$ cat src/verilog/switch_input_status_regs.svh
// Register offsets, reset values and field positions of the switch input status bank.
// Assumes it is included by bare name wherever these constants are used.
`ifndef SWITCH_INPUT_STATUS_REGS_SVH
`define SWITCH_INPUT_STATUS_REGS_SVH

`define SIS_ADDR_W 8
`define SIS_DATA_W 24
`define SIS_OFF_COMP_STATE 8'h05
`define SIS_OFF_ADC_STATE_LOW 8'h06
`define SIS_RST_COMP_STATE 24'h000000
`define SIS_RST_ADC_STATE_LOW 24'h000000
`define SIS_NUM_INPUTS 24
`define SIS_SINGLE_LAST 5'h0B
`define SIS_DUAL_FIRST 5'h0C
`define SIS_DUAL_LAST 5'h11
`define SIS_DUAL_BASE_BIT 5'h0C
`define SIS_CH_W 5

`endif

$ cat src/verilog/switch_status_pkg.sv
// Types shared by the switch input status bank and its classifier.
// Assumes the constants header is compiled alongside.
`default_nettype none

package switch_status_pkg;

	// Zone of an input against a pair of thresholds; code 3 is never produced
	typedef enum logic [1:0] {
		ZONE_BELOW_LOW = 2'h0,
		ZONE_BETWEEN = 2'h1,
		ZONE_ABOVE_HIGH = 2'h2
	} zone_t;

endpackage : switch_status_pkg

`default_nettype wire

$ cat src/verilog/zone_classifier.sv
// Classifies one ADC sample against a lower and an upper threshold.
// Assumes the upper threshold is not below the lower one.
`timescale 1ns/1ns
`default_nettype none

module zone_classifier #(
	parameter int ADC_W = 10
) (
	// Sample and thresholds
	input wire logic [ADC_W-1:0] value_i,
	input wire logic [ADC_W-1:0] thr_low_i,
	input wire logic [ADC_W-1:0] thr_high_i,
	// Result
	output switch_status_pkg::zone_t zone_o
);

	always_comb begin
		if (value_i >= thr_high_i) begin
			zone_o = switch_status_pkg::ZONE_ABOVE_HIGH;
		end else if (value_i >= thr_low_i) begin
			zone_o = switch_status_pkg::ZONE_BETWEEN;
		end else begin
			zone_o = switch_status_pkg::ZONE_BELOW_LOW;
		end
	end

endmodule : zone_classifier

`default_nettype wire

$ cat src/verilog/switch_input_status_regs.sv
// Read-only status bank: comparator state and ADC threshold state of the switch inputs.
// Assumes the serial front end turns host frames into single-cycle read and write strobes,
// and the detection engine presents one-cycle sample strobes with their results.
//
// How it works
// - Offset 5h holds 24 comparator bits, reset zero, 1 means input above threshold.
// - Both status registers are read-only; host writes never change them.
// - Offset 6h, reset zero; bits 0-11 are 1 when ADC input exceeds its threshold.
// - Inputs 12-17 own two-bit fields, input 12 at 13-12 up to 17 at 23-22.
// - Field codes: 0 below lower, 1 between, 2 at or above upper; 3 unused.
`include "switch_input_status_regs.svh"
`timescale 1ns/1ns
`default_nettype none

module switch_input_status_regs #(
	parameter int ADC_W = 10
) (
	// Clock and reset
	input wire logic clk_sys_i,
	input wire logic rst_n_i,
	// Register access from the serial front end
	input wire logic rd_en_i,
	input wire logic wr_en_i,
	input wire logic [`SIS_ADDR_W-1:0] addr_i,
	input wire logic [`SIS_DATA_W-1:0] wr_data_i,
	output logic [`SIS_DATA_W-1:0] rd_data_o,
	output logic rd_valid_o,
	// Comparator samples, one strobe per input
	input wire logic [`SIS_NUM_INPUTS-1:0] comp_sample_valid_i,
	input wire logic [`SIS_NUM_INPUTS-1:0] comp_above_i,
	// ADC samples, one channel at a time
	input wire logic adc_sample_valid_i,
	input wire logic [`SIS_CH_W-1:0] adc_channel_i,
	input wire logic [ADC_W-1:0] adc_value_i,
	// Programmed ADC thresholds
	input wire logic [ADC_W-1:0] adc_thr_single_i,
	input wire logic [ADC_W-1:0] adc_thr_low_i,
	input wire logic [ADC_W-1:0] adc_thr_high_i,
	// Live register contents
	output logic [`SIS_DATA_W-1:0] comp_state_o,
	output logic [`SIS_DATA_W-1:0] adc_state_o
);

	logic [`SIS_DATA_W-1:0] comp_input_state_r;
	logic [`SIS_DATA_W-1:0] adc_input_state_low_r;
	logic [`SIS_DATA_W-1:0] rd_data_nxt;
	logic [`SIS_DATA_W-1:0] rd_data_r;
	logic rd_valid_r;
	logic is_single_ch;
	logic is_dual_ch;
	logic single_above;
	logic [`SIS_CH_W-1:0] dual_pos;
	switch_status_pkg::zone_t dual_zone;

	assign is_single_ch = adc_channel_i <= `SIS_SINGLE_LAST;
	assign is_dual_ch = (adc_channel_i >= `SIS_DUAL_FIRST) && (adc_channel_i <= `SIS_DUAL_LAST);
	assign single_above = adc_value_i > adc_thr_single_i;
	// Low bit of the two-bit field of a dual-threshold channel
	assign dual_pos = `SIS_CH_W'((adc_channel_i - `SIS_DUAL_FIRST) << 1) + `SIS_DUAL_BASE_BIT;

	zone_classifier #(
		.ADC_W(ADC_W)
	) u_zone (
		.value_i(adc_value_i),
		.thr_low_i(adc_thr_low_i),
		.thr_high_i(adc_thr_high_i),
		.zone_o(dual_zone)
	);

	// Comparator state; write strobes have no path here
	always_ff @(posedge clk_sys_i) begin
		if (!rst_n_i) begin
			comp_input_state_r <= `SIS_RST_COMP_STATE;
		end else begin
			for (int n = 0; n < `SIS_NUM_INPUTS; n++) begin
				if (comp_sample_valid_i[n]) begin
					comp_input_state_r[n] <= comp_above_i[n];
				end
			end
		end
	end

	// ADC threshold state for inputs 0 to 17; other channels live elsewhere
	always_ff @(posedge clk_sys_i) begin
		if (!rst_n_i) begin
			adc_input_state_low_r <= `SIS_RST_ADC_STATE_LOW;
		end else if (adc_sample_valid_i) begin
			if (is_single_ch) begin
				adc_input_state_low_r[adc_channel_i] <= single_above;
			end else if (is_dual_ch) begin
				adc_input_state_low_r[dual_pos +: 2] <= dual_zone;
			end
		end
	end

	// Read decode; unmapped offsets read zero
	always_comb begin
		rd_data_nxt = '0;
		if (addr_i == `SIS_OFF_COMP_STATE) begin
			rd_data_nxt = comp_input_state_r;
		end else if (addr_i == `SIS_OFF_ADC_STATE_LOW) begin
			rd_data_nxt = adc_input_state_low_r;
		end
	end

	always_ff @(posedge clk_sys_i) begin
		if (!rst_n_i) begin
			rd_data_r <= '0;
			rd_valid_r <= 1'b0;
		end else begin
			rd_valid_r <= rd_en_i;
			if (rd_en_i) begin
				rd_data_r <= rd_data_nxt;
			end
		end
	end

	assign rd_data_o = rd_data_r;
	assign rd_valid_o = rd_valid_r;
	assign comp_state_o = comp_input_state_r;
	assign adc_state_o = adc_input_state_low_r;

	// Helper state for the checks below
	logic chk_dual_r;
	logic [`SIS_CH_W-1:0] chk_pos_r;
	logic [1:0] chk_zone_r;
	logic chk_single_r;
	logic [`SIS_CH_W-1:0] chk_ch_r;
	logic chk_above_r;

	always_ff @(posedge clk_sys_i) begin
		if (!rst_n_i) begin
			chk_dual_r <= 1'b0;
			chk_pos_r <= '0;
			chk_zone_r <= 2'h0;
			chk_single_r <= 1'b0;
			chk_ch_r <= '0;
			chk_above_r <= 1'b0;
		end else begin
			chk_dual_r <= adc_sample_valid_i && is_dual_ch;
			chk_pos_r <= dual_pos;
			chk_zone_r <= dual_zone;
			chk_single_r <= adc_sample_valid_i && is_single_ch;
			chk_ch_r <= adc_channel_i;
			chk_above_r <= single_above;
		end
	end

	a_comp_follows: assert property (
		@(posedge clk_sys_i) disable iff (!rst_n_i)
		(comp_sample_valid_i != '0) |=>
			((comp_input_state_r & $past(comp_sample_valid_i))
			== ($past(comp_above_i) & $past(comp_sample_valid_i))))
		else $error("comparator bit did not take the sampled level");

	a_comp_holds: assert property (
		@(posedge clk_sys_i) disable iff (!rst_n_i)
		##1 ((comp_input_state_r & ~$past(comp_sample_valid_i))
			== ($past(comp_input_state_r) & ~$past(comp_sample_valid_i))))
		else $error("comparator bit changed without a sample");

	a_write_ignored: assert property (
		@(posedge clk_sys_i) disable iff (!rst_n_i)
		(wr_en_i && !adc_sample_valid_i && (comp_sample_valid_i == '0)) |=>
			$stable(comp_input_state_r) && $stable(adc_input_state_low_r))
		else $error("status register changed on a host write");

	a_single_update: assert property (
		@(posedge clk_sys_i) disable iff (!rst_n_i)
		chk_single_r |-> (adc_input_state_low_r[chk_ch_r] == chk_above_r))
		else $error("single threshold bit wrong after sample");

	a_dual_update: assert property (
		@(posedge clk_sys_i) disable iff (!rst_n_i)
		chk_dual_r |-> (adc_input_state_low_r[chk_pos_r +: 2] == chk_zone_r))
		else $error("dual threshold field wrong after sample");

	a_dual_range: assert property (
		@(posedge clk_sys_i) disable iff (!rst_n_i)
		(adc_sample_valid_i && is_dual_ch) |->
			(dual_pos >= 5'h0C) && (dual_pos <= 5'h16) && !dual_pos[0])
		else $error("dual threshold field outside bits 23 to 12");

	a_no_code_three: assert property (
		@(posedge clk_sys_i) disable iff (!rst_n_i)
		(adc_input_state_low_r[13:12] != 2'h3) && (adc_input_state_low_r[15:14] != 2'h3)
		&& (adc_input_state_low_r[17:16] != 2'h3) && (adc_input_state_low_r[19:18] != 2'h3)
		&& (adc_input_state_low_r[21:20] != 2'h3) && (adc_input_state_low_r[23:22] != 2'h3))
		else $error("unused field code 3 appeared");

	a_zone_order: assert property (
		@(posedge clk_sys_i) disable iff (!rst_n_i)
		(adc_thr_low_i <= adc_thr_high_i) |->
			((dual_zone == switch_status_pkg::ZONE_ABOVE_HIGH) == (adc_value_i >= adc_thr_high_i))
			&& ((dual_zone == switch_status_pkg::ZONE_BELOW_LOW) == (adc_value_i < adc_thr_low_i)))
		else $error("zone code disagrees with thresholds");

	a_read_comp: assert property (
		@(posedge clk_sys_i) disable iff (!rst_n_i)
		(rd_en_i && (addr_i == 8'h05)) |=> rd_valid_o && (rd_data_o == $past(comp_input_state_r)))
		else $error("comparator register read returned wrong data");

	a_read_adc: assert property (
		@(posedge clk_sys_i) disable iff (!rst_n_i)
		(rd_en_i && (addr_i == 8'h06)) |=> rd_valid_o && (rd_data_o == $past(adc_input_state_low_r)))
		else $error("ADC register read returned wrong data");

	a_read_unmapped: assert property (
		@(posedge clk_sys_i) disable iff (!rst_n_i)
		(rd_en_i && (addr_i != 8'h05) && (addr_i != 8'h06)) |=> rd_valid_o && (rd_data_o == '0))
		else $error("unmapped offset did not read zero");

	a_reset_clear: assert property (
		@(posedge clk_sys_i)
		!rst_n_i |=> (comp_input_state_r == '0) && (adc_input_state_low_r == '0) && !rd_valid_o)
		else $error("status not cleared by reset");

	c_comp_read: cover property (
		@(posedge clk_sys_i) disable iff (!rst_n_i)
		comp_sample_valid_i[0] && comp_above_i[0] ##1 rd_en_i && (addr_i == 8'h05));

	c_dual_between: cover property (
		@(posedge clk_sys_i) disable iff (!rst_n_i)
		adc_sample_valid_i && is_dual_ch && (dual_zone == switch_status_pkg::ZONE_BETWEEN));

	c_dual_high: cover property (
		@(posedge clk_sys_i) disable iff (!rst_n_i)
		adc_sample_valid_i && (adc_channel_i == 5'h11)
		&& (dual_zone == switch_status_pkg::ZONE_ABOVE_HIGH));

	c_write_attempt: cover property (
		@(posedge clk_sys_i) disable iff (!rst_n_i)
		wr_en_i && (addr_i == 8'h06) ##1 rd_en_i && (addr_i == 8'h06));

endmodule : switch_input_status_regs

`default_nettype wire

$ cat config.mk
export PLATFORM = sky130hd
export DESIGN_NAME = switch_input_status_regs
export DESIGN_NICKNAME = d
export VERILOG_FILES = /design/src/verilog/switch_status_pkg.sv /design/src/verilog/zone_classifier.sv /design/src/verilog/switch_input_status_regs.sv
export VERILOG_INCLUDE_DIRS = /design/src /design/src/verilog
export SDC_FILE = /design/constraint.sdc
export NUM_CORES = 1
export LEC_CHECK = 0
export BUFFER_PORTS_ARGS = -buffer_cell sky130_fd_sc_hd__clkbuf_2
export CAP_MARGIN = 0
export CORE_MARGIN = 2
export CORE_UTILIZATION = 48
export CTS_BUF_LIST = sky130_fd_sc_hd__clkbuf_8 sky130_fd_sc_hd__clkbuf_16
export CTS_CLUSTER_DIAMETER = 150
export DETAILED_ROUTE_END_ITERATION = 8
export PLACE_DENSITY = 0.83
export SLEW_MARGIN = 20
export SYNTH_ARGS = -nofsm -noshare
export SYNTH_HDL_FRONTEND = slang
export SYNTH_SLANG_ARGS = --single-unit
$ cat constraint.sdc
create_clock -name clk_sys_i -period 2.7 [get_ports clk_sys_i]
set_clock_uncertainty 0.2 [all_clocks]
set_input_delay 0.405 -clock clk_sys_i [delete_from_list [all_inputs] [get_ports clk_sys_i]]
set_output_delay 0.405 -clock clk_sys_i [all_outputs]
set_load 0.05 [all_outputs]
== Word level (Yosys, flattened, before mapping) ==
Cells that the tools add are included.
Cells by class
  add/sub/neg operators: 3
  multiply operators: 0
  div/mod/pow operators: 0
  magnitude comparators: 8
  eq/ne operators: 2
  shift-type cells: 2
  multiplexer cells: 10
  bitwise logic cells: 0
  reduce and logical (&&, ||, !) cells: 4
Operators with widths (number)
  $mux W24: 4
  $bwmux W24: 2
  $shift A2 B7 Y24 const A: 1
  $shiftx A2 B7 Y24: 1
  $ge A10 B10 Y1: 2
  $eq A8 B3 Y1 const B: 2
  $gt A10 B10 Y1: 1
  $neg A5 Y7: 1
  $lt A5 B6 Y1 const B: 1
  $add A5 B4 Y5 const B: 1
  $demux W1 S5: 1
  $ge A5 B1 Y1 const B: 1
  $ge A5 B4 Y1 const B: 1
  $le A5 B4 Y1 const B: 1
  $le A5 B5 Y1 const B: 1
  $sub A4 B4 Y4 const B: 1
  $logic_and A1 B1 Y1: 2
  $mux W1: 2
  $mux W2: 1
  $reduce_and A2 Y1: 1
  $reduce_bool A2 Y1: 1
Word-level totals
  register bits after elaboration: 73
  bits in latches: 0
  bits in writable memories: 0
  ROM bits: 0
  bits of input ports: 130
  logic and storage cells: 56
  memories: 0

== Depth between registers and ports, before layout ==
  depth after elaboration: 7
  gate-level depth with buffers: 10
  depth with buffers taken out: 8

== Modules after synthesis ==
A second synthesis with hierarchy kept.
Unflattened totals
  cells, all modules: 504
  area, all modules: 4516.8 um^2
By module, submodules not included
  switch_input_status_regs: times used 1, cells each 438, area each 4006.3 um^2, sequential area each 1461.4 um^2
  zone_classifier: times used 1, cells each 66, area each 510.5 um^2, sequential area each 0.0 um^2

== Least setup slack after synthesis ==
OpenSTA, ideal clock, no wires.
  path kind: input-to-reg
  from: input adc_value_i[0]
  to: register adc_input_state_low_r[2], in the netlist adc_state_o[2]
  setup time: 0.074 ns
  arrival: 2.135 ns
  setup slack: 0.291 ns
  cell stages on the path: 9
  path buffers: 1
  path through: inv_1 -> ha_1 -> nand2b_1 -> a21o_1 -> a211oi_2 -> o211ai_1 -> clkbuf_1 -> or3_1 -> a31oi_1
On the way
  longest elaborated chain between the ends: 7
Ends and longest elaborated chain
  start, declared: line switch_input_status_regs.sv:34  | input wire logic [ADC_W-1:0] adc_value_i,
  $ge A10 B10 Y1: line zone_classifier.sv:20  | end else if (value_i >= thr_low_i) begin
  $mux W1: line zone_classifier.sv:20
  $mux W2: line zone_classifier.sv:18  | if (value_i >= thr_high_i) begin
  $shiftx A2 B7 Y24: line switch_input_status_regs.sv:91  | adc_input_state_low_r[dual_pos +: 2] <= dual_zone;
  $bwmux W24: line switch_input_status_regs.sv:91
  $mux W24: line switch_input_status_regs.sv:90  | end else if (is_dual_ch) begin
  $mux W24 (*): line switch_input_status_regs.sv:88  | if (is_single_ch) begin
  end signal, assigned: line switch_input_status_regs.sv:86  | adc_input_state_low_r <= `SIS_RST_ADC_STATE_LOW;
  end signal, assigned by index: line switch_input_status_regs.sv:89  | adc_input_state_low_r[adc_channel_i] <= single_above;
  end signal, assigned by index: line switch_input_status_regs.sv:91
  end, declared: line switch_input_status_regs.sv:45  | logic [`SIS_DATA_W-1:0] adc_input_state_low_r;
Every way passes the cells marked *; elsewhere a longest branch is shown, timed or not. The select of a mux whose other input is x is not followed.
A chain may end at the register's enable or synchronous reset.

== Final worst setup path ==
  from: input adc_channel_i[2]
  to: register adc_input_state_low_r[8], in the netlist adc_state_o[8]
On the way
  longest elaborated chain between the ends: 7
Ends and longest elaborated chain
  start, declared: line switch_input_status_regs.sv:33  | input wire logic [`SIS_CH_W-1:0] adc_channel_i,
  $sub A4 B4 Y4 (no source line)
  $add A5 B4 Y5 (no source line)
  $neg A5 Y7: line switch_input_status_regs.sv:91
  $shiftx A2 B7 Y24 / $shift A2 B7 Y24 (equally long branches): line switch_input_status_regs.sv:91
  $bwmux W24: line switch_input_status_regs.sv:91
  $mux W24: line switch_input_status_regs.sv:90
  $mux W24: line switch_input_status_regs.sv:88
Parallel ways exist; a longest one is shown, timed or not. The select of a mux whose other input is x is not followed.

==> flow_metrics.env <==
export IMPL_postSynth_asyncResetShare_pct=0
export IMPL_route_detailed_drc=0
export IMPL_yosys_area_top_type="dfxtp_1"
export IMPL_synth_edf_count=0
export IMPL_use_met2_pct=41.0
export IMPL_worst_pin_slew_ns=0.917
export IMPL_status="complete, no violations"
export IMPL_mostFrequentLayoutCell="clkbuf_2"
export IMPL_synth_top_area_share_pct=32.5
export IMPL_grtUsageTotal_pct=23.4
export IMPL_cellLeakagePower_nw=3.07
export IMPL_worst_slack_ns=0.367
export IMPL_cts_resized_gates=0
export IMPL_max_stage_delay_ns=0.36
export IMPL_syn_instance_count=503
export IMPL_via_count=4574
export IMPL_cts_setup_buffers=0
export IMPL_crit_path_top_delay_cell="ha_1"
export IMPL_path_clk_slew_ns=0.08
export IMPL_layout_common_cells="clkbuf_2 (177), dfxtp_1 (73), nand2_1 (43), ha_1 (43), inv_1 (39)"
export IMPL_grt_pass1_vias=4153
export IMPL_synth_net_count=676
export IMPL_busiest_layer="met2"
export IMPL_antenna_left=0
export IMPL_setup_tns_ns=0
export IMPL_die_y_um=101
export IMPL_die_x_um=101
export IMPL_gp_congestion=0.927
export IMPL_use_met1_pct=28.8
export IMPL_vdd_ir_drop_worst_uv=320
export IMPL_rsz0062_at_grt="false"
export IMPL_drtIter0Drc=387
export IMPL_ys_warn_count=0
export IMPL_pin_count=203
export IMPL_wl_mm=12.3
export IMPL_synth_seq_cells=73
export IMPL_synth_avg_cell_area_um2=8.93
export IMPL_die_area_um2=10100
export IMPL_crit_top_cell="xnor2_1"
export IMPL_io_buffers=177
export IMPL_grt_max_degree=54
export IMPL_core_um2=9150
export IMPL_cts_buffers=9
export IMPL_finalCritPeriodShare_pct=86.4
export IMPL_cts_tree="yes"
export IMPL_critPathKind="in -> reg"
export IMPL_synth_area_um2=4490
export IMPL_first_pass_iters=6
export IMPL_drv_cap=0
export IMPL_clock_latency_ns=0.34
export IMPL_viasPerCell=5.64
export IMPL_antenna_found_initial=0
export IMPL_critical_path_buf_inv_count=2
export IMPL_layout_drive_gt1_share_pct=33.6
export IMPL_postCtsHoldBufs=0
export IMPL_fin_crit_ns=2.33
export IMPL_cts_max_level=3
export IMPL_clock_path_buffers=2
export IMPL_fmax_mhz=429
export IMPL_worstSetupStartpointType="input port"
export IMPL_cts_sinks=73
export IMPL_rows=35
export IMPL_place_area_um2=5630
export IMPL_ys_top_cells_by_area="dfxtp_1 (33%), ha_1 (12%), mux2i_1 (6.0%)"
export IMPL_crit_required_ns=2.73
export IMPL_finalInstanceArea_um2=5870
export IMPL_ys_types=59
export IMPL_hold_viol_final=0
export IMPL_use_met3_pct=2.84
export IMPL_nNetsFinal=868
export IMPL_hold_class="in -> reg"
export IMPL_wl_per_cell_um=15.2
export IMPL_initial_utilization_pct=49.1
export IMPL_grt_pass1_wl_mm=19.3
export IMPL_grt_remaining_overflow=0
export IMPL_synthFlopType="dfxtp_1"
export IMPL_cts_root_buf="clkbuf_8"
export IMPL_critPathTopFamily="compound AO/OA/AOI/OAI gates"
export IMPL_crit_chain="clkbuf_2, inv_1, ha_1, xnor2_1, xnor2_1, nand4_1, a21oi_1, o21ai_0, o221a_2"
export IMPL_cp_arrival_ns=2.36
export IMPL_critPathMaxFanout=5
export IMPL_setup_viol=0
export IMPL_max_slew_margin_rel_pct=38.8
export IMPL_seq_area_frac_synth_pct=32.5
export IMPL_worstSetupEndpointType="register"
export IMPL_place_hpwl_mm=9.77
export IMPL_n_antenna_cell=0
export IMPL_slew_viol_final=0
export IMPL_dpl_worst_slack_ns=0.0452
export IMPL_p_per_area_nw_per_um2=483
export IMPL_area_growth_pct=30.6
## Yosys cell counts (all sizes together), types with 2 or more instances
library cell  instances
a21o                  3
nor4b                 2
nand2b               10
o211ai                5
or3                  10
xnor2                 2
and2                  6
o21a                  2
a31oi                10
nand3b                2
a211oi                8
nor2                  9
clkbuf               16
nand3                14
and3                  2
nor3                  8
o21ai                19
nor3b                 4
xor2                  2
o31ai                 3
nand2                43
buf                   7
o221a                 4
a221oi                2
a21oi                29
mux2i                27
a21boi                4
ha                   43
a22oi                24
o211a                25
dfxtp                73
nand4                 6
inv                  39
nor2b                28
## stage by stage
step	total power, mW	std cells	util (%)	hold slack (ns)
3_5_place_dp	1.87	795	61.5	0.265
6_report	2.83	811	64.1	0.120
2_1_floorplan	1.62	503	-	0.374
5_1_grt	2.95	811	64.1	0.128
3_3_place_gp	1.84	795	61.5	0.261
4_1_cts	2.85	811	64.1	0.116
## sequential cells by signal, summed over array words and instances (netlist names)
signal        count
adc_state_o      24
comp_state_o     24
rd_data_o        24
rd_valid_o        1
## cell families after synthesis
kind of cell	Yosys count	share of synthesized area (%)
AND/OR/NAND/NOR	148	18.2
AO/OA/AOI/OAI	146	24.8
flip-flops	73	32.5
buffers and inverters	62	5.54
adder cells (fa/ha/maj)	43	12.0
multiplexers	27	6.02
XOR/XNOR	4	0.947
## report_power, final
part	internal [mW]	leakage [nW]	switching (mW)
registers	1.12	0.598	0.0316
clock network	0.596	0.123	0.389
logic	0.260	2.34	0.434
## worst register-to-register path: stages (launching register included)
cell	delay [ns]
dfxtp_1	0.39
a22oi_1	0.18
nand2_1	0.08
o211a_1	0.16
## cell type report
cell class,count,area [um^2]
clock buffer,12,165
clock inverter,4,73.8
fill,735,3290
inverter,39,146
multi-input combinational,368,2790
sequential,73,1460
tap,111,139
timing repair buffer,204,1090
## worst paths after layout
path | start | endpoint | slack [ns] | depth (start not counted)
hold / removal | comp_above_i[8] | comp_state_o[8] | 0.12 | 3
hold reg to reg | rd_data_o[9] | rd_data_o[9] | 0.28 | 1
setup reg to reg | adc_state_o[3] | rd_data_o[3] | 1.58 | 3
setup / recovery | adc_channel_i[2] | adc_state_o[8] | 0.37 | 9
## per-layer routing
layer	part of all wire [%]	routed length [um]
met3	7.1	873
met5	0	0
met4	2.6	322
met2	50	6100
met1	41	5010
(Power assumes the default switching activity.)
